File: config.mk
export PLATFORM = sky130hd
export DESIGN_NAME = amd_decoder
export DESIGN_NICKNAME = d
export VERILOG_FILES = /design/src/design/amd_pkg.sv /design/src/design/amd_ea_if.sv /design/src/design/amd_decoder.sv /design/src/design/amd_ea_adder.sv
export SDC_FILE = /design/constraint.sdc
export NUM_CORES = 1
export LEC_CHECK = 0
export BUFFER_PORTS_ARGS = -buffer_cell sky130_fd_sc_hd__buf_4
export CAP_MARGIN = 25
export CORE_MARGIN = 3
export CORE_UTILIZATION = 54
export CTS_BUF_LIST = sky130_fd_sc_hd__clkbuf_2
export DETAILED_ROUTE_END_ITERATION = 8
export GPL_TIMING_DRIVEN = 1
export HOLD_SLACK_MARGIN = 0.15
export PLACE_DENSITY = 0.79
export SYNTH_ARGS = -nofsm -noshare
export SYNTH_HDL_FRONTEND = slang
export SYNTH_SLANG_ARGS = --single-unit
File: constraint.sdc
create_clock -name ref_clk -period 4.9 [get_ports ref_clk]
set_clock_uncertainty 0.1 [all_clocks]
set_input_delay 0.735 -clock ref_clk [delete_from_list [all_inputs] [get_ports ref_clk]]
set_output_delay 0.735 -clock ref_clk [all_outputs]
set_load 0.05 [all_outputs]
File: src/design/amd_pkg.sv
// Package with modes, states, lengths and reset values of the addressing-mode decoder
package amd_pkg;

  typedef enum logic [4:0] {
    MODE_INH = 5'h00, MODE_IMM = 5'h01, MODE_DIRS = 5'h02, MODE_DIRL = 5'h03,
    MODE_IDX0 = 5'h04, MODE_IDXS = 5'h05, MODE_IDXL = 5'h06, MODE_INDS = 5'h07,
    MODE_INDL = 5'h08, MODE_INDIS = 5'h09, MODE_INDIL = 5'h0a, MODE_RELD = 5'h0b,
    MODE_RELI = 5'h0c, MODE_BITD = 5'h0d, MODE_BITI = 5'h0e, MODE_BITDR = 5'h0f,
    MODE_BITIR = 5'h10
  } amd_mode_e;

  typedef enum logic [3:0] {
    ST_IDLE = 4'h1, ST_FETCH = 4'h2, ST_PTR = 4'h4, ST_FINISH = 4'h8
  } amd_state_e;

  localparam logic [15:0] ADDR_RESET = 16'h0000;
  localparam logic [7:0] BYTE_RESET = 8'h00;
  localparam logic [7:0] PAGE_ZERO = 8'h00;
  localparam logic [2:0] OPCODE_BYTES = 3'h1;

  // Bytes after the opcode that the decoder fetches
  function automatic logic [1:0] fetchCount(amd_mode_e m);
    case (m)
      MODE_INH, MODE_IDX0: fetchCount = 2'h0;
      MODE_DIRL, MODE_IDXL, MODE_BITDR, MODE_BITIR: fetchCount = 2'h2;
      default: fetchCount = 2'h1;
    endcase
  endfunction

  // Pointer bytes fetched from page zero
  function automatic logic [1:0] ptrCount(amd_mode_e m);
    case (m)
      MODE_INDS, MODE_INDIS, MODE_RELI, MODE_BITI, MODE_BITIR: ptrCount = 2'h1;
      MODE_INDL, MODE_INDIL: ptrCount = 2'h2;
      default: ptrCount = 2'h0;
    endcase
  endfunction

  // Bytes added to the opcode, prefix byte included
  function automatic logic [1:0] lenAdd(amd_mode_e m, logic useY);
    case (m)
      MODE_INH: lenAdd = 2'h0;
      MODE_IDX0: lenAdd = useY ? 2'h1 : 2'h0;
      MODE_IMM, MODE_DIRS, MODE_IDXS, MODE_RELD, MODE_BITD: lenAdd = 2'h1;
      MODE_BITIR: lenAdd = 2'h3;
      default: lenAdd = 2'h2;
    endcase
  endfunction

  function automatic logic isLong(amd_mode_e m);
    isLong = (m == MODE_DIRL) || (m == MODE_IDXL) || (m == MODE_INDL) || (m == MODE_INDIL);
  endfunction

endpackage
File: src/design/amd_ea_if.sv
// Interface between the decoder sequencer and its address adder
`timescale 1ns/1ns
interface amd_ea_if;
  logic [15:0] base;
  logic [7:0] index;
  logic useIdx;
  logic [15:0] relBase;
  logic [7:0] relOff;
  logic [15:0] effAddr;
  logic [15:0] target;
  modport seq (output base, output index, output useIdx, output relBase, output relOff,
               input effAddr, input target);
  modport calc (input base, input index, input useIdx, input relBase, input relOff,
                output effAddr, output target);
endinterface

File: src/design/amd_decoder.sv
// Operand addressing-mode decoder and effective address sequencer
// Notes on behaviour
// RQ1 - Inherent instructions are one byte; nothing is fetched after the opcode.
// RQ2 - Immediate takes opcode plus one operand byte used as the value.
// RQ3 - Short direct address is the following byte, page zero only.
// RQ4 - Long direct address is the following 16-bit word, high byte first.
// RQ5 - Indexed address is unsigned sum of X or Y and the offset.
// RQ6 - No-offset indexed fetches nothing; index alone addresses 00 to FF.
// RQ7 - No-offset indexed adds zero bytes with X, one prefix byte with Y.
// RQ8 - Short forms reach page zero only; short indexed sums carry up to 01FE.
// RQ9 - Long forms reach the whole 64 Kbyte space.
// RQ10 - Read-modify-write instructions refuse long forms.
// RQ11 - Relative targets count from the address of the next instruction.
// RQ12 - Short indexed uses one offset byte, long indexed a word.
// RQ13 - Short indirect reads a byte pointer, long indirect a word pointer.
// RQ14 - Indirect indexed adds X or Y to a pointer read from page zero.
// RQ15 - Relative adds a signed byte, direct or read through a pointer.
// RQ16 - Bit forms add one, two, two or three bytes.
// RQ17 - Indirect forms count the prefix and fetch the pointer first; the code reads the pointer after the operand bytes.
`timescale 1ns/1ns
module amd_decoder
  import amd_pkg::*;
(
  input wire logic ref_clk,
  input wire logic sys_rst,
  input wire logic start,
  input wire amd_mode_e modeIn,
  input wire logic useYIn,
  input wire logic rmwIn,
  input wire logic [15:0] opcodeAddr,
  input wire logic [7:0] xReg,
  input wire logic [7:0] yReg,
  output logic memReq,
  output logic [15:0] memAddr,
  input wire logic [7:0] memRdata,
  input wire logic memRvalid,
  output logic busy,
  output logic done,
  output logic illegal,
  output logic [15:0] effAddr,
  output logic [7:0] operand,
  output logic [15:0] branchTarget,
  output logic [15:0] pcNext,
  output logic [2:0] instrLen
);

  typedef struct packed {
    amd_state_e st;
    amd_mode_e mode;
    logic useY;
    logic [1:0] nFetch;
    logic [1:0] nPtr;
    logic [1:0] cnt;
    logic [7:0] b0;
    logic [7:0] b1;
    logic [7:0] p0;
    logic [7:0] p1;
    logic [7:0] idx;
    logic [15:0] memAddr;
    logic [15:0] opcAddr;
    logic done;
    logic illegal;
    logic [15:0] effAddr;
    logic [7:0] operand;
    logic [15:0] target;
    logic [15:0] pcNext;
    logic [2:0] instrLen;
  } amd_core_s;

  amd_core_s q;
  amd_core_s d;
  amd_ea_if ea ();

  amd_ea_adder u_adder (
    .ea(ea.calc)
  );

  // Operand selection for the adder
  always_comb
  begin
    ea.base = ADDR_RESET;
    ea.useIdx = 1'b0;
    ea.relOff = q.b0;
    ea.index = q.idx;
    ea.relBase = q.opcAddr + {14'h0000, q.nFetch} + {13'h0000, OPCODE_BYTES};
    case (q.mode)
      MODE_DIRS, MODE_BITD, MODE_BITDR: ea.base = {PAGE_ZERO, q.b0}; // see RQ3 see RQ8
      MODE_DIRL: ea.base = {q.b0, q.b1}; // see RQ4 see RQ9
      MODE_IDX0: ea.useIdx = 1'b1; // see RQ6
      MODE_IDXS:
      begin
        ea.base = {PAGE_ZERO, q.b0}; // see RQ12
        ea.useIdx = 1'b1;
      end
      MODE_IDXL:
      begin
        ea.base = {q.b0, q.b1}; // see RQ12
        ea.useIdx = 1'b1;
      end
      MODE_INDS, MODE_BITI, MODE_BITIR: ea.base = {PAGE_ZERO, q.p0}; // see RQ13
      MODE_INDL: ea.base = {q.p0, q.p1}; // see RQ13
      MODE_INDIS:
      begin
        ea.base = {PAGE_ZERO, q.p0}; // see RQ14
        ea.useIdx = 1'b1;
      end
      MODE_INDIL:
      begin
        ea.base = {q.p0, q.p1}; // see RQ14
        ea.useIdx = 1'b1;
      end
      default: ea.base = ADDR_RESET;
    endcase
    case (q.mode)
      MODE_RELI: ea.relOff = q.p0; // see RQ15
      MODE_BITDR, MODE_BITIR: ea.relOff = q.b1;
      default: ea.relOff = q.b0;
    endcase
  end

  // Sequencer
  always_comb
  begin
    d = q;
    d.done = 1'b0;
    d.illegal = 1'b0;
    case (q.st)
      ST_IDLE:
      begin
        if (start)
        begin
          d.mode = modeIn;
          d.useY = useYIn;
          d.idx = useYIn ? yReg : xReg;
          d.opcAddr = opcodeAddr;
          d.nFetch = fetchCount(modeIn); // see RQ1 see RQ2
          d.nPtr = ptrCount(modeIn);
          d.cnt = 2'h0;
          d.memAddr = opcodeAddr + 16'h0001;
          d.instrLen = {1'b0, lenAdd(modeIn, useYIn)} + OPCODE_BYTES; // see RQ7 see RQ16 see RQ17
          if (rmwIn && isLong(modeIn))
            d.illegal = 1'b1; // see RQ10
          else if (fetchCount(modeIn) == 2'h0)
            d.st = ST_FINISH; // see RQ1 see RQ6
          else
            d.st = ST_FETCH;
        end
      end
      ST_FETCH:
      begin
        if (memRvalid)
        begin
          if (q.cnt == 2'h0)
            d.b0 = memRdata;
          else
            d.b1 = memRdata;
          d.cnt = q.cnt + 2'h1;
          d.memAddr = q.memAddr + 16'h0001;
          if (q.cnt + 2'h1 == q.nFetch)
          begin
            d.cnt = 2'h0;
            if (q.nPtr != 2'h0)
            begin
              d.st = ST_PTR;
              // Pointer lives in page zero at the first fetched byte, see RQ17
              d.memAddr = {PAGE_ZERO, (q.cnt == 2'h0) ? memRdata : q.b0};
            end
            else
              d.st = ST_FINISH;
          end
        end
      end
      ST_PTR:
      begin
        if (memRvalid)
        begin
          if (q.cnt == 2'h0)
            d.p0 = memRdata;
          else
            d.p1 = memRdata;
          d.cnt = q.cnt + 2'h1;
          d.memAddr = q.memAddr + 16'h0001;
          if (q.cnt + 2'h1 == q.nPtr)
            d.st = ST_FINISH;
        end
      end
      ST_FINISH:
      begin
        d.st = ST_IDLE;
        d.done = 1'b1;
        d.effAddr = ea.effAddr;
        d.operand = q.b0; // see RQ2
        d.target = ea.target; // see RQ11
        d.pcNext = ea.relBase;
      end
      default: d.st = ST_IDLE;
    endcase
  end

  always_ff @(posedge ref_clk or posedge sys_rst)
  begin
    if (sys_rst)
    begin
      q <= '{st: ST_IDLE, mode: MODE_INH, useY: 1'b0, nFetch: 2'h0, nPtr: 2'h0, cnt: 2'h0,
             b0: BYTE_RESET, b1: BYTE_RESET, p0: BYTE_RESET, p1: BYTE_RESET, idx: BYTE_RESET,
             memAddr: ADDR_RESET, opcAddr: ADDR_RESET, done: 1'b0, illegal: 1'b0,
             effAddr: ADDR_RESET, operand: BYTE_RESET, target: ADDR_RESET, pcNext: ADDR_RESET,
             instrLen: 3'h0};
    end
    else
      q <= d;
  end

  assign memReq = (q.st == ST_FETCH) || (q.st == ST_PTR);
  assign memAddr = q.memAddr;
  assign busy = (q.st != ST_IDLE);
  assign done = q.done;
  assign illegal = q.illegal;
  assign effAddr = q.effAddr;
  assign operand = q.operand;
  assign branchTarget = q.target;
  assign pcNext = q.pcNext;
  assign instrLen = q.instrLen;

  property p_inherent_one_byte;
    @(posedge ref_clk) disable iff (sys_rst)
    (start && !busy && modeIn == MODE_INH && !rmwIn) |-> ##2 (done && instrLen == 3'h1 && !memReq);
  endproperty
  a_inherent_one_byte: assert property (p_inherent_one_byte) else $error("inherent length wrong"); // see RQ1

  property p_immediate_two;
    @(posedge ref_clk) disable iff (sys_rst)
    (done && q.mode == MODE_IMM) |-> (instrLen == 3'h2 && operand == $past(memRdata, 2) && $past(memRvalid, 2));
  endproperty
  a_immediate_two: assert property (p_immediate_two) else $error("immediate operand wrong"); // see RQ2

  property p_short_direct;
    @(posedge ref_clk) disable iff (sys_rst)
    (done && q.mode == MODE_DIRS) |-> (effAddr == {8'h00, q.b0});
  endproperty
  a_short_direct: assert property (p_short_direct) else $error("short direct address wrong"); // see RQ3

  property p_long_direct;
    @(posedge ref_clk) disable iff (sys_rst)
    (done && q.mode == MODE_DIRL) |-> (effAddr == {q.b0, q.b1} && instrLen == 3'h3);
  endproperty
  a_long_direct: assert property (p_long_direct) else $error("long direct address wrong"); // see RQ4

  property p_index_short;
    @(posedge ref_clk) disable iff (sys_rst)
    (done && q.mode == MODE_IDXS) |-> (effAddr == {8'h00, q.b0} + {8'h00, q.idx});
  endproperty
  a_index_short: assert property (p_index_short) else $error("indexed sum wrong"); // see RQ5

  property p_index_none;
    @(posedge ref_clk) disable iff (sys_rst)
    (done && q.mode == MODE_IDX0) |-> (effAddr == {8'h00, q.idx} && instrLen == (q.useY ? 3'h2 : 3'h1));
  endproperty
  a_index_none: assert property (p_index_none) else $error("no-offset indexed wrong"); // see RQ7

  property p_rmw_long_refused;
    @(posedge ref_clk) disable iff (sys_rst)
    (start && !busy && rmwIn && isLong(modeIn)) |=> (illegal && !busy) ##1 !done;
  endproperty
  a_rmw_long_refused: assert property (p_rmw_long_refused) else $error("long read-modify-write taken"); // see RQ10

  property p_rel_target;
    @(posedge ref_clk) disable iff (sys_rst)
    (done && q.mode == MODE_RELD) |-> (branchTarget == pcNext + {{8{q.b0[7]}}, q.b0}
      && pcNext == q.opcAddr + 16'h0002);
  endproperty
  a_rel_target: assert property (p_rel_target) else $error("relative target wrong"); // see RQ11

  property p_ptr_page_zero;
    @(posedge ref_clk) disable iff (sys_rst)
    ($rose(q.st == ST_PTR)) |-> (memReq && memAddr[15:8] == 8'h00 && $past(q.st) == ST_FETCH);
  endproperty
  a_ptr_page_zero: assert property (p_ptr_page_zero) else $error("pointer not in page zero"); // see RQ17

  property p_bit_ind_rel_len;
    @(posedge ref_clk) disable iff (sys_rst)
    (done && q.mode == MODE_BITIR) |-> (instrLen == 3'h4 && effAddr == {8'h00, q.p0});
  endproperty
  a_bit_ind_rel_len: assert property (p_bit_ind_rel_len) else $error("bit indirect relative wrong"); // see RQ16

  c_rel_indirect: cover property (@(posedge ref_clk) disable iff (sys_rst) done && q.mode == MODE_RELI);
  c_ind_idx_long: cover property (@(posedge ref_clk) disable iff (sys_rst) done && q.mode == MODE_INDIL);
  c_bit_ind_rel: cover property (@(posedge ref_clk) disable iff (sys_rst) done && q.mode == MODE_BITIR);
  c_refused: cover property (@(posedge ref_clk) disable iff (sys_rst) illegal);

endmodule

File: src/design/amd_ea_adder.sv
// Effective address and relative target adder
`timescale 1ns/1ns
module amd_ea_adder
  import amd_pkg::*;
(
  amd_ea_if.calc ea
);
  logic [15:0] idxExt;
  logic [15:0] offExt;

  assign idxExt = ea.useIdx ? {8'h00, ea.index} : 16'h0000;
  // Unsigned base plus index, see RQ5 see RQ14
  assign ea.effAddr = ea.base + idxExt;
  // Signed offset from the following instruction, see RQ11 see RQ15
  assign offExt = {{8{ea.relOff[7]}}, ea.relOff};
  assign ea.target = ea.relBase + offExt;
endmodule

# Word-level counts from Yosys, hierarchy flattened
# Cells that the tools add are included.
# word_totals
mem_bits_rw	0
latchBits	0
out_inout_bits	79
romBits	0
memories	0
elab_cells	139
regBits	149
# classes
bitwise	1
n_div	0
reduce_logical	28
shift	0
n_eq_ne	43
add_sub_neg	8
mul	0
n_mux	39
order_cmp	0
# op_table
cell	count
16-bit 2-to-1 mux	5
5-bit by 4-bit equality test with 1-bit output (second input constant)	15
16-bit case mux with 4 select lines	1
16-bit by 1-bit adder with 16-bit output (second input constant)	3
16-bit case mux with 3 select lines	1
5-bit by 3-bit equality test with 1-bit output (second input constant)	8
16-bit adder	2
32-bit 2-to-1 mux	1
8-bit 2-to-1 mux	4
4-bit 2-to-1 mux	7
5-bit by 2-bit equality test with 1-bit output (second input constant)	4
18-bit 2-to-1 mux	1
16-bit by 2-bit adder with 16-bit output	1
8-bit case mux with 2 select lines	1
5-bit OR reduction	3
2-bit 2-to-1 mux	7
2-bit != test (second input constant)	6
4-bit case mux with 3 select lines	1
4-bit OR reduction	3
5-bit equality test (second input constant)	2
2-bit OR reduction	5
3-bit AND reduction	3
2-bit case mux with 2 select lines	2
2-bit case mux with 4 select lines	1
other kinds (21)	32

# Depth between registers and ports, before layout
# Gate-level depths: netlist of the first run.
# depth
depth_word	13
mapped_depth	17

# Hierarchy
# A second synthesis of the first run with hierarchy kept.
# hier_totals
hier_cells	961
hier_area_um2	9436.6
# modules_own_cells
mod	seq_area_each_um2	cells_each	area_per_inst_um2	instances
amd_decoder	3704.8	800	8191.6	1
amd_ea_adder	0.0	161	1244.9	1

# Worst setup path before layout of the first run
# Ideal clock, no wire load.
# synth_path
path_kind	register to register
from	register q[144] in the netlist's numbering
to	register q (netlist bit effAddr[12])
arrival_ns	3.199
period_less_slack_ns	3.429
setup_ns	0.130
n_path_buf	3
setup_slack_ns	1.471
stages_incl_launch_ff	17
required_ns	4.670
path_cell_list	dfrtp_1 buf_6 nor4b_4 buf_2 buf_1 a222oi_1 nand2_1 ha_1 inv_1 fa_1 nor2b_1 o21ai_0 a21oi_1 o21ai_1 nor4_1 xor2_1 o21ai_1
# synth_via
elab_chain_len	5
# synth_lines
item	line	source
start, declared	amd_decoder.sv:70	amd_core_s q;
start signal, assigned	amd_decoder.sv:204	q <= '{st: ST_IDLE, mode: MODE_INH, useY: 1'b0, nFetch: 2'h0, nPtr: 2'h0, cnt: 2'h0,
5-bit by 4-bit equality test with 1-bit output / 5-bit by 3-bit equality test with 1-bit output (equally long branches)	amd_decoder.sv:86	case (q.mode)
5-bit OR reduction (no line)	--	
1-bit 2-to-1 mux	amd_decoder.sv:86	
8-bit 2-to-1 mux	amd_ea_adder.sv:11	assign idxExt = ea.useIdx ? {8'h00, ea.index} : 16'h0000;
16-bit adder *	amd_ea_adder.sv:13	assign ea.effAddr = ea.base + idxExt;
# Every way passes the cells marked *; elsewhere a longest branch is shown, timed or not.
# A chain may end at the register's enable or synchronous reset.

# Final worst setup path of the first run
# layout_path
from	register q[140] in the netlist's numbering
to	register q (netlist bit effAddr[12])
# Same word-level chain as after synthesis.

==> results of run 1 <==
-- Yosys cell counts (all sizes together), types with 3 or more instances --
cell / instances
fa: 3
a21oi: 37
a21o: 11
a221o: 9
nor2b: 11
o31ai: 4
and3: 9
mux2i: 15
and2: 13
nor3: 14
nand3: 28
dfrtp: 147
xor2: 29
a222oi: 9
clkbuf: 19
nor4: 6
inv: 30
nor2: 37
and2b: 5
o21a: 3
a22o: 6
nand2b: 7
o22ai: 13
buf: 98
o21ai: 87
mux2: 50
nor4b: 4
xnor2: 32
a22oi: 9
a31oi: 6
ha: 29
nand3b: 7
o2111ai: 3
a32oi: 3
and4: 3
nand2: 187
-- flip-flops by register name, indices dropped and copies added (netlist names) --
| register | count |
|---|---|
| branchTarget | 16 |
| done | 1 |
| ea.index | 8 |
| effAddr | 16 |
| illegal | 1 |
| instrLen | 3 |
| memAddr | 16 |
| operand | 8 |
| pcNext | 16 |
| q | 63 |
-- metal layers --
metal  global-route usage  vias to the layer above  part of all wire
met1                0.343                     3613              0.45
li1                     -                     3599                 -
met5                    0                        -                 0
met3               0.0456                       26             0.067
met2                0.384                      280              0.47
met4               0.0693                        0             0.015
-- worst max path at each step --
stage	start	slack (ns)	to
floorplan	sys_rst	0.09	branchTarget[0]
global placement	q[144]	1.21	branchTarget[14]
detailed placement	q[140]	1.03	effAddr[12]
CTS	q[140]	0.99	effAddr[12]
global route	q[140]	0.56	effAddr[12]
finish	q[140]	0.95	effAddr[12]
-- worst reg2reg max path: stages (launching register included) --
cell and delay, ns:
dfrtp_1 0.58, nor2_1 0.15, o21ai_0 0.16, nor4b_1 0.73, and2_1 0.23, ha_1 0.17
inv_1 0.06, fa_1 0.39, nor2b_1 0.13, o21ai_0 0.11, a21oi_1 0.25, o21ai_1 0.19
nor4_1 0.32, xor2_1 0.18, o21ai_1 0.07
-- per-stage QoR --
step	hold slack, ns	instances	worst slack, ns	power (uW)
after CTS	0.152	1312	0.986	7070
final	0.185	1315	0.951	7090
after floorplan	0.340	1011	0.0870	5560
after global routing	0.154	1315	0.560	7580
after global placement	0.359	1249	1.21	6220
after detailed placement	0.367	1249	1.03	6340
-- logic make-up after synthesis --
group           after synthesis  synth area share
xor+xnor                     61            0.0579
fa+ha+maj                    32            0.0458
flops                       148             0.401
mux                          65            0.0772
compound gates              216             0.150
simple gates                341             0.173
buf+inv                     148            0.0947
-- area by class of cell --
type | count | area (sq um) | area share
clock buffers | 17 | 85.1 | 0.00823
well taps | 220 | 275 | 0.0266
multi-input cells | 715 | 4660 | 0.450
diodes | 1 | 2.50 | 0.000242
inverters | 31 | 121 | 0.0117
clock inverters | 14 | 144 | 0.0139
flip-flops and latches | 148 | 3700 | 0.358
repair buffers | 169 | 1350 | 0.131
-- power by group --
group	switching [uW]	internal [uW]
combinational	2610	1570
clock	441	269
sequential	531	1680
total	3580	3520
-- timing repair --
item	in CTS	in global routing
gates resized for setup	0	0
hold buffers	32	2
hold endpoints to repair	92	1
==> run metrics, run 1 <==
status completed; # fillers 1440; final WL 22500 um; synthesis-to-layout area growth 12.0%; commonest cells after routing, fill and taps aside nand2_1 (187), dfrtp_1 (147), buf_4 (135); max_cap viols 0; Hold Crit Depth 3; antenna violations before repair 1; Lkg Pwr 0.00495 uW; Top Family by Delay on Critical Path simple AND/OR/NAND/NOR gates; RePlAce Congestion 0.925; global-route wire length before repair 36200 um; post-synthesis sequential area ratio 0.401; hold violation count in the final report 0; via count 7518; min Tclk post-route 3.95 ns; critical path startpoint category flop; critical path fanouts, max 9; average size of a mapped cell 9.13 sq um; first-pass detailed-route iteration total 6; Core ar. 16600 sq um; Reg2Reg Launch Point q[140]; post-route ant nets 0; Max Slew Vio Count 0; Hold Crit Start start; fin crit share 0.806; Clock Path Buffers 2; Yosys cell types 69; Die Width 137 um; worst-case hold path end point illegal; Avg WL per Cell 17.1 um; Reg2Reg Depth 14; CTS tree yes; Avg Vias per Cell 5.72; Post-Syn Area 9240 sq um; Critical Path Sink Type flop; # IOs 130; Max Fclk 0.253 GHz; critical path depth 14; Post-Synthesis Cells 1011; final cell utilization of the core 0.621; final-stage net count 1165; post-synth top area share 0.398; vias in the first global route 7098; layout cell share with drive strength beyond 1 0.198; ys async rst share 1.00; RSZ-0062 raised after global routing false; fin area 10300 sq um; Reg clk slew, reported paths 0.22 ns; final setup TNS 0 ns; Most used DFF post-synth dfrtp_1; Post-CTS Setup Bufs 0; worst slew pin tran 0.989 ns; r2r setup slk 0.95 ns; Critical Path RT 5.40 ns; largest net degree at the start of global routing 87; clk root buf clkbuf_2; slew margin rel. 0.339; number of flops mapped to enable cells by yosys 0; Port Buffers 129; Cell Area, Placed 9770 sq um; slowest cell on the critical path nor4b_1; cts bufs inserted 17; kind of critical path reg2reg; gr usage total 0.243; Post-Syn Nets 1094; crit path buf inv count 1; largest cells by area after synthesis dfrtp_1 (40%), nand2_1 (7.6%), buf_4 (6.4%); clk sinks 148; R2R Path End effAddr[12]; post-synthesis register bit count 148; Row Count 47; Clock Latency Late Sink 0.75 ns; setup violation total in the final timing report 0; max incr delay on CP 0.73 ns; DIE HEIGHT 137 um; worst vdd rail ir drop 0.451 mV; Hold Crit Class in2reg; H-tree depth 4; critical path cell sequence nor2_1, o21ai_0, nor4b_1, and2_1, ha_1, inv_1, fa_1, nor2b_1, o21ai_0, a21oi_1, o21ai_1, nor4_1, xor2_1, o21ai_1; drc violations 0; DIE AREA 18700 sq um; Yosys top cell by area dfrtp_1; DP HPWL 16300 um; pwr dens 686 nW/um^2; grt total ovfl 0; YS warnings 0; Starting Density 0.555; number of DRC markers in iteration 0 580; leading cell type in the layout, fill and taps excluded nand2_1; Arr. time, crit path 4.45 ns
Note: power is estimated with default switching activity, not from simulation.
==> run 2: changes to the inputs <==
==> constraint.sdc (replaced) <==
create_clock -name ref_clk -period 3.3 [get_ports ref_clk]
set_clock_uncertainty 0.1 [all_clocks]
set_input_delay 0.495 -clock ref_clk [delete_from_list [all_inputs] [get_ports ref_clk]]
set_output_delay 0.495 -clock ref_clk [all_outputs]
set_load 0.05 [all_outputs]
==> run 2 against run 1 <==
Net effect: the run now ends with negative setup slack left; sequential share of layout area decreased by 3.3 points; design area up 10%; global-route usage grew 0.38 points; final cell count up 5.9%; first-iteration DRC count is 3.8% higher.
==> run metrics, run 2 (synthesis results as in run 1) <==
status complete, but fails checks; violated checks negative setup slack; CTS tree yes; final-stage net count 1243; Logic pwr share 0.633; final WL 24200 um; metal3 WL 1450 um; drc violations 0; crit path buf inv count 1; layout cell share with drive strength beyond 1 0.294; Max Fclk 0.289 GHz; slowest cell on the critical path dfrtp_1; metal2 WL 11900 um; Starting Density 0.555; DP HPWL 16300 um; setup violation total in the final timing report 3; fin crit share 1.05; critical path cell sequence inv_2, ha_4, fa_2, nand3b_1, nor2_4, nand2_4, nor2_4, xor2_2, ha_1, a21oi_2, o21ai_1, a21oi_1, o21ai_1, a21oi_1, xnor2_1, o21ai_1; vias in the first global route 7441; Clock Latency Late Sink 0.74 ns; worst slew pin tran 0.896 ns; internal power 6150 uW; Switch Pwr 5860 uW; final cell utilization of the core 0.685; Avg Vias per Cell 5.66; clk sinks 148; Core ar. 16600 sq um; Placed Instances 1286; max_cap viols 0; Row Count 47; Critical Path RT 3.79 ns; number of DRC markers in iteration 0 602; # fillers 1253; synthesis-to-layout area growth 23.4%; kind of critical path reg2reg; RSZ-0062 raised after global routing true; register with the most flip-flops q; largest net degree at the start of global routing 87; hold violation count in the final report 0; Sequential Power Share 0.272; clock power share 0.095; Max Slew Vio Count 0; commonest cells after routing, fill and taps aside buf_4 (191), nand2_1 (185), dfrtp_1 (143); RePlAce Congestion 0.880; slew margin rel. 0.399; wl on met1 10400 um; top layer in use met4; H-tree depth 4; pwr dens 1050 nW/um^2; global-route wire length before repair 36900 um; clk root buf clkbuf_2; Top Family by Delay on Critical Path compound AO/OA/AOI/OAI gates; Port Buffers 129; antenna violations before repair 1; Critical Path Sink Type flop; min Tclk post-route 3.46 ns; Cell Count, Final, Fillers Out 1393; via count 7886; Lkg Pwr 0.00540 uW; grt total ovfl 0; Hold Crit Class in2async; max reg flops 63; worst hold margin 0.368 ns; gr usage total 0.246; Arr. time, crit path 3.95 ns; max incr delay on CP 0.43 ns; cts bufs inserted 17; post-route ant nets 0; critical path fanouts, max 3; critical path startpoint category flop; DIE HEIGHT 137 um; Reg clk slew, reported paths 0.23 ns; DIE AREA 18700 sq um; Clock Path Buffers 2; switching power share of the total 0.488; first-pass detailed-route iteration total 5; Most common cell on crit path o21ai_1; leading cell type in the layout, fill and taps excluded buf_4; Final WS setup -0.162 ns; Avg WL per Cell 17.4 um; worst vdd rail ir drop 0.720 mV; Die Width 137 um; # IOs 130
run 2: cell count changes in the layout (fill, tap and decap cells not counted), sizes merged:
cell,before,now
clkinv,10,8
inv,30,29
bufinv,3,4
buf,135,195
dlygate4sd3,34,52
clkbuf,17,19
run 2: power groups by stage:
stage	clock network (uW)	logic, uW	registers [uW]
floorplan	0	5300	2970
global placement	0	6460	3210
detailed placement	0	6580	3250
CTS	1150	6840	3200
global route	1230	8110	3350
finish	1140	7600	3270
run 2: routing by layer:
layer  track usage  up-vias
met5             0        -
met4        0.0793        0
met3        0.0382       42
met2         0.392      265
met1         0.347     3819
li1              -     3760
run 2: area by class of cell:
type | instances | area [sq um] | area share
clock inverter | 12 | 163 | 0.0143
sequential | 148 | 3710 | 0.325
tap | 220 | 275 | 0.0241
inverter | 31 | 120 | 0.0105
timing repair buffer | 247 | 2020 | 0.177
antenna | 1 | 2.50 | 0.000220
multi-input combinational | 715 | 5020 | 0.440
clock buffer | 19 | 95.1 | 0.00834
run 2: what timing repair did:
item | 4_1_cts | 5_1_grt
hold endpoints to repair | 122 | 0
setup buffers | 9 | 14
hold buffers | 52 | 0
pin swaps | 9 | 43
endpoints found under the setup margin | 9 | 19
resized for setup | 13 | 69
cloned | 0 | 0
run 2: worst reg2reg max path, cell delays in order (launching register included):
cell,delay [ns]
dfrtp_1,0.43
inv_2,0.06
ha_4,0.16
fa_2,0.33
nand3b_1,0.24
nor2_4,0.22
nand2_4,0.10
nor2_4,0.12
xor2_2,0.20
ha_1,0.30
a21oi_2,0.20
o21ai_1,0.10
a21oi_1,0.21
o21ai_1,0.12
a21oi_1,0.20
xnor2_1,0.14
o21ai_1,0.07
run 2: worst paths after layout:
kind / slack, ns / endpoint / depth (start not counted) / startpoint
max: -0.16 / branchTarget[15] / 16 / q[137]
max in group asynchronous: 1.91 / q[145] / 4 / sys_rst
min in group ref_clk: 0.39 / branchTarget[8] / 2 / branchTarget[8]
min reg2reg: 0.39 / branchTarget[8] / 2 / branchTarget[8]
min: 0.37 / operand[4] / 3 / sys_rst
max reg2reg: -0.16 / branchTarget[15] / 16 / q[137]
run 2: through the flow:
stage	setup TNS, ns	setup WS [ns]	power (uW)	area [sq um]
after detailed placement	-0.598	-0.194	9830	10100
final	-0.264	-0.162	12000	11400
after floorplan	0	0.00130	8270	9250
after global placement	-0.0179	-0.0179	9680	10100
after CTS	-0.00114	-0.00114	11200	11000
after global routing	-1.39	-0.303	12700	11400
==> run 3: changes to the inputs <==
--- a/config.mk
+++ b/config.mk
@@ -8,12 +8,12 @@
 export BUFFER_PORTS_ARGS = -buffer_cell sky130_fd_sc_hd__buf_4
 export CAP_MARGIN = 25
 export CORE_MARGIN = 3
-export CORE_UTILIZATION = 54
-export CTS_BUF_LIST = sky130_fd_sc_hd__clkbuf_2
+export CORE_UTILIZATION = 53
 export DETAILED_ROUTE_END_ITERATION = 8
 export GPL_TIMING_DRIVEN = 1
 export HOLD_SLACK_MARGIN = 0.15
-export PLACE_DENSITY = 0.79
+export PLACE_DENSITY = 0.78
 export SYNTH_ARGS = -nofsm -noshare
 export SYNTH_HDL_FRONTEND = slang
 export SYNTH_SLANG_ARGS = --single-unit
+export TNS_END_PERCENT = 5
==> run 3 against run 2 <==
Net effect: the flow still finishes with violations (negative setup slack); design area fell by 2.1%; critical path type unchanged; sequential share of layout area rose by 0.66 points; flip-flop and latch count did not move; critical path depth did not move; count of clock-buffer cells in the layout rose by 1; total power rose by 6.0%; die area rose by 1.8%; sequential power barely moved; final cell count fell by 3.4%.
==> run metrics, run 3 (synthesis results as in run 1) <==
vias in the first global route 7320; Tot Pwr 12700 uW; grt total ovfl 0; max_cap viols 0; drc violations 0; Switch Pwr 5800 uW; Reg2Reg Depth 16; Clock Path Buffers 2; Logic pwr share 0.578; DIE HEIGHT 138 um; CTS tree yes; Critical Path Sink Type flop; Reg clk slew, reported paths 0.06 ns; Top Family by Delay on Critical Path simple AND/OR/NAND/NOR gates; DIE AREA 19000 sq um; RePlAce Congestion 0.879; slew margin rel. 0.431; leading cell type in the layout, fill and taps excluded buf_4; final WL 23300 um; Final WS setup -0.123 ns; clock power share 0.168; critical path cell sequence inv_1, ha_2, fa_2, nand3b_1, nor2_4, nand3_2, xnor2_2, ha_4, a21o_1, nor3_1, a221o_1, buf_4, a21o_1, nand2_1, xnor2_1, o21ai_1; commonest cells after routing, fill and taps aside buf_4 (196), nand2_1 (186), dfrtp_1 (146); synthesis-to-layout area growth 20.9%; worst vdd rail ir drop 0.541 mV; max incr delay on CP 0.36 ns; Max Slew Vio Count 0; RSZ-0062 raised after global routing true; Clock Latency Late Sink 0.43 ns; Port Buffers 129; Max Fclk 0.292 GHz; Most common cell on crit path a21o_1; crit path buf inv count 2; largest net degree at the start of global routing 149; Sequential Power Share 0.254; Hold Crit Class in2async; setup violation total in the final timing report 4; register with the most flip-flops q; via count 7745; Post-CTS Hold Buffers 0; Starting Density 0.549; cts bufs inserted 17; Core ar. 16800 sq um; violated checks negative setup slack; Avg Vias per Cell 5.76; # IOs 130; number of DRC markers in iteration 0 708; global-route wire length before repair 37300 um; hold violation count in the final report 0; Avg WL per Cell 17.3 um; clk root buf clkbuf_16; Row Count 47; Critical Path RT 3.48 ns; Die Width 138 um; first-pass detailed-route iteration total 6; critical path startpoint category flop; internal power 6930 uW; antenna violations before repair 0; layout cell share with drive strength beyond 1 0.292; Arr. time, crit path 3.60 ns; slowest cell on the critical path fa_2; Reg2Reg Launch Point q[137]; Lkg Pwr 0.00532 uW; switching power share of the total 0.455; max reg flops 63; R2R Path End branchTarget[13]; H-tree depth 4; Cell Area, Placed 10200 sq um; status complete, but fails checks; Antenna diodes 0; min Tclk post-route 3.42 ns; kind of critical path reg2reg; clk sinks 148; final-stage net count 1195; pwr dens 1140 nW/um^2; gr usage total 0.237; post-route ant nets 0; r2r setup slk -0.12 ns; worst hold margin 0.179 ns; fin crit share 1.04; worst slew pin tran 0.853 ns; fin area 11200 sq um; DP HPWL 16300 um; critical path fanouts, max 3
==> run 3: changes by cell type in the layout (fill, tap and decap cells not counted), sizes merged <==
| cell | change |
|---|---|
| bufinv | +1 |
| inv | +1 |
| buf | +4 |
| clkinvlp | +3 |
| diode | -1 |
| clkbuf | +1 |
| dlygate4sd3 | -52 |
| clkinv | -5 |
==> run 3: what timing repair did <==
action	in CTS	in global routing
setup buffers	5	7
resized for setup	16	38
pin swaps	10	19
endpoints found under the setup margin	9	18
==> run 3: worst max path at each step <==
stage | from | to | cells after the start
2_1_floorplan | q[144] | effAddr[12] | 16
3_3_place_gp | q[61] | branchTarget[15] | 14
3_5_place_dp | q[61] | branchTarget[15] | 15
4_1_cts | q[143] | effAddr[10] | 13
5_1_grt | q[137] | branchTarget[13] | 16
6_report | q[137] | branchTarget[13] | 16
==> run 3: cell type report <==
class	instances	area (sq um)
sequential	148	3710
multi-input combinational	715	4900
clock buffer	20	447
inverter	31	120
timing repair buffer	199	1510
tap	220	275
fill	1340	5660
clock inverter	12	203
==> run 3: metrics by stage <==
stage	worst slack [ns]	utilization	TNS, ns	cells
5_1_grt	-0.304	0.664	-2.40	1345
3_5_place_dp	-0.106	0.605	-0.231	1301
3_3_place_gp	-0.00853	0.605	-0.00853	1301
6_report	-0.123	0.664	-0.307	1345
4_1_cts	-0.00739	0.650	-0.00739	1338
2_1_floorplan	-0.129	-	-0.225	1011
==> run 3: layer usage <==
metal  vias up  global-route usage  part of all wire
li1       3666                   -                 -
met1      3759               0.331              0.44
met2       284               0.374              0.48
met3        36              0.0504             0.067
met4         0              0.0738             0.018
met5         -                   0                 0
==> run 3: power groups by stage <==
stage	sequential, uW	combinational, uW	clock, uW
after floorplan	2970	5290	0
after global placement	3190	6620	0
after detailed placement	3210	6740	0
after CTS	3190	7000	2160
after global routing	3330	7920	2250
final	3240	7360	2130
==> run 3: worst min-delay path, cell delays in order <==
cell	delay (ns)
buf_4	0.12
clkinvlp_4	0.07
buf_12	0.51
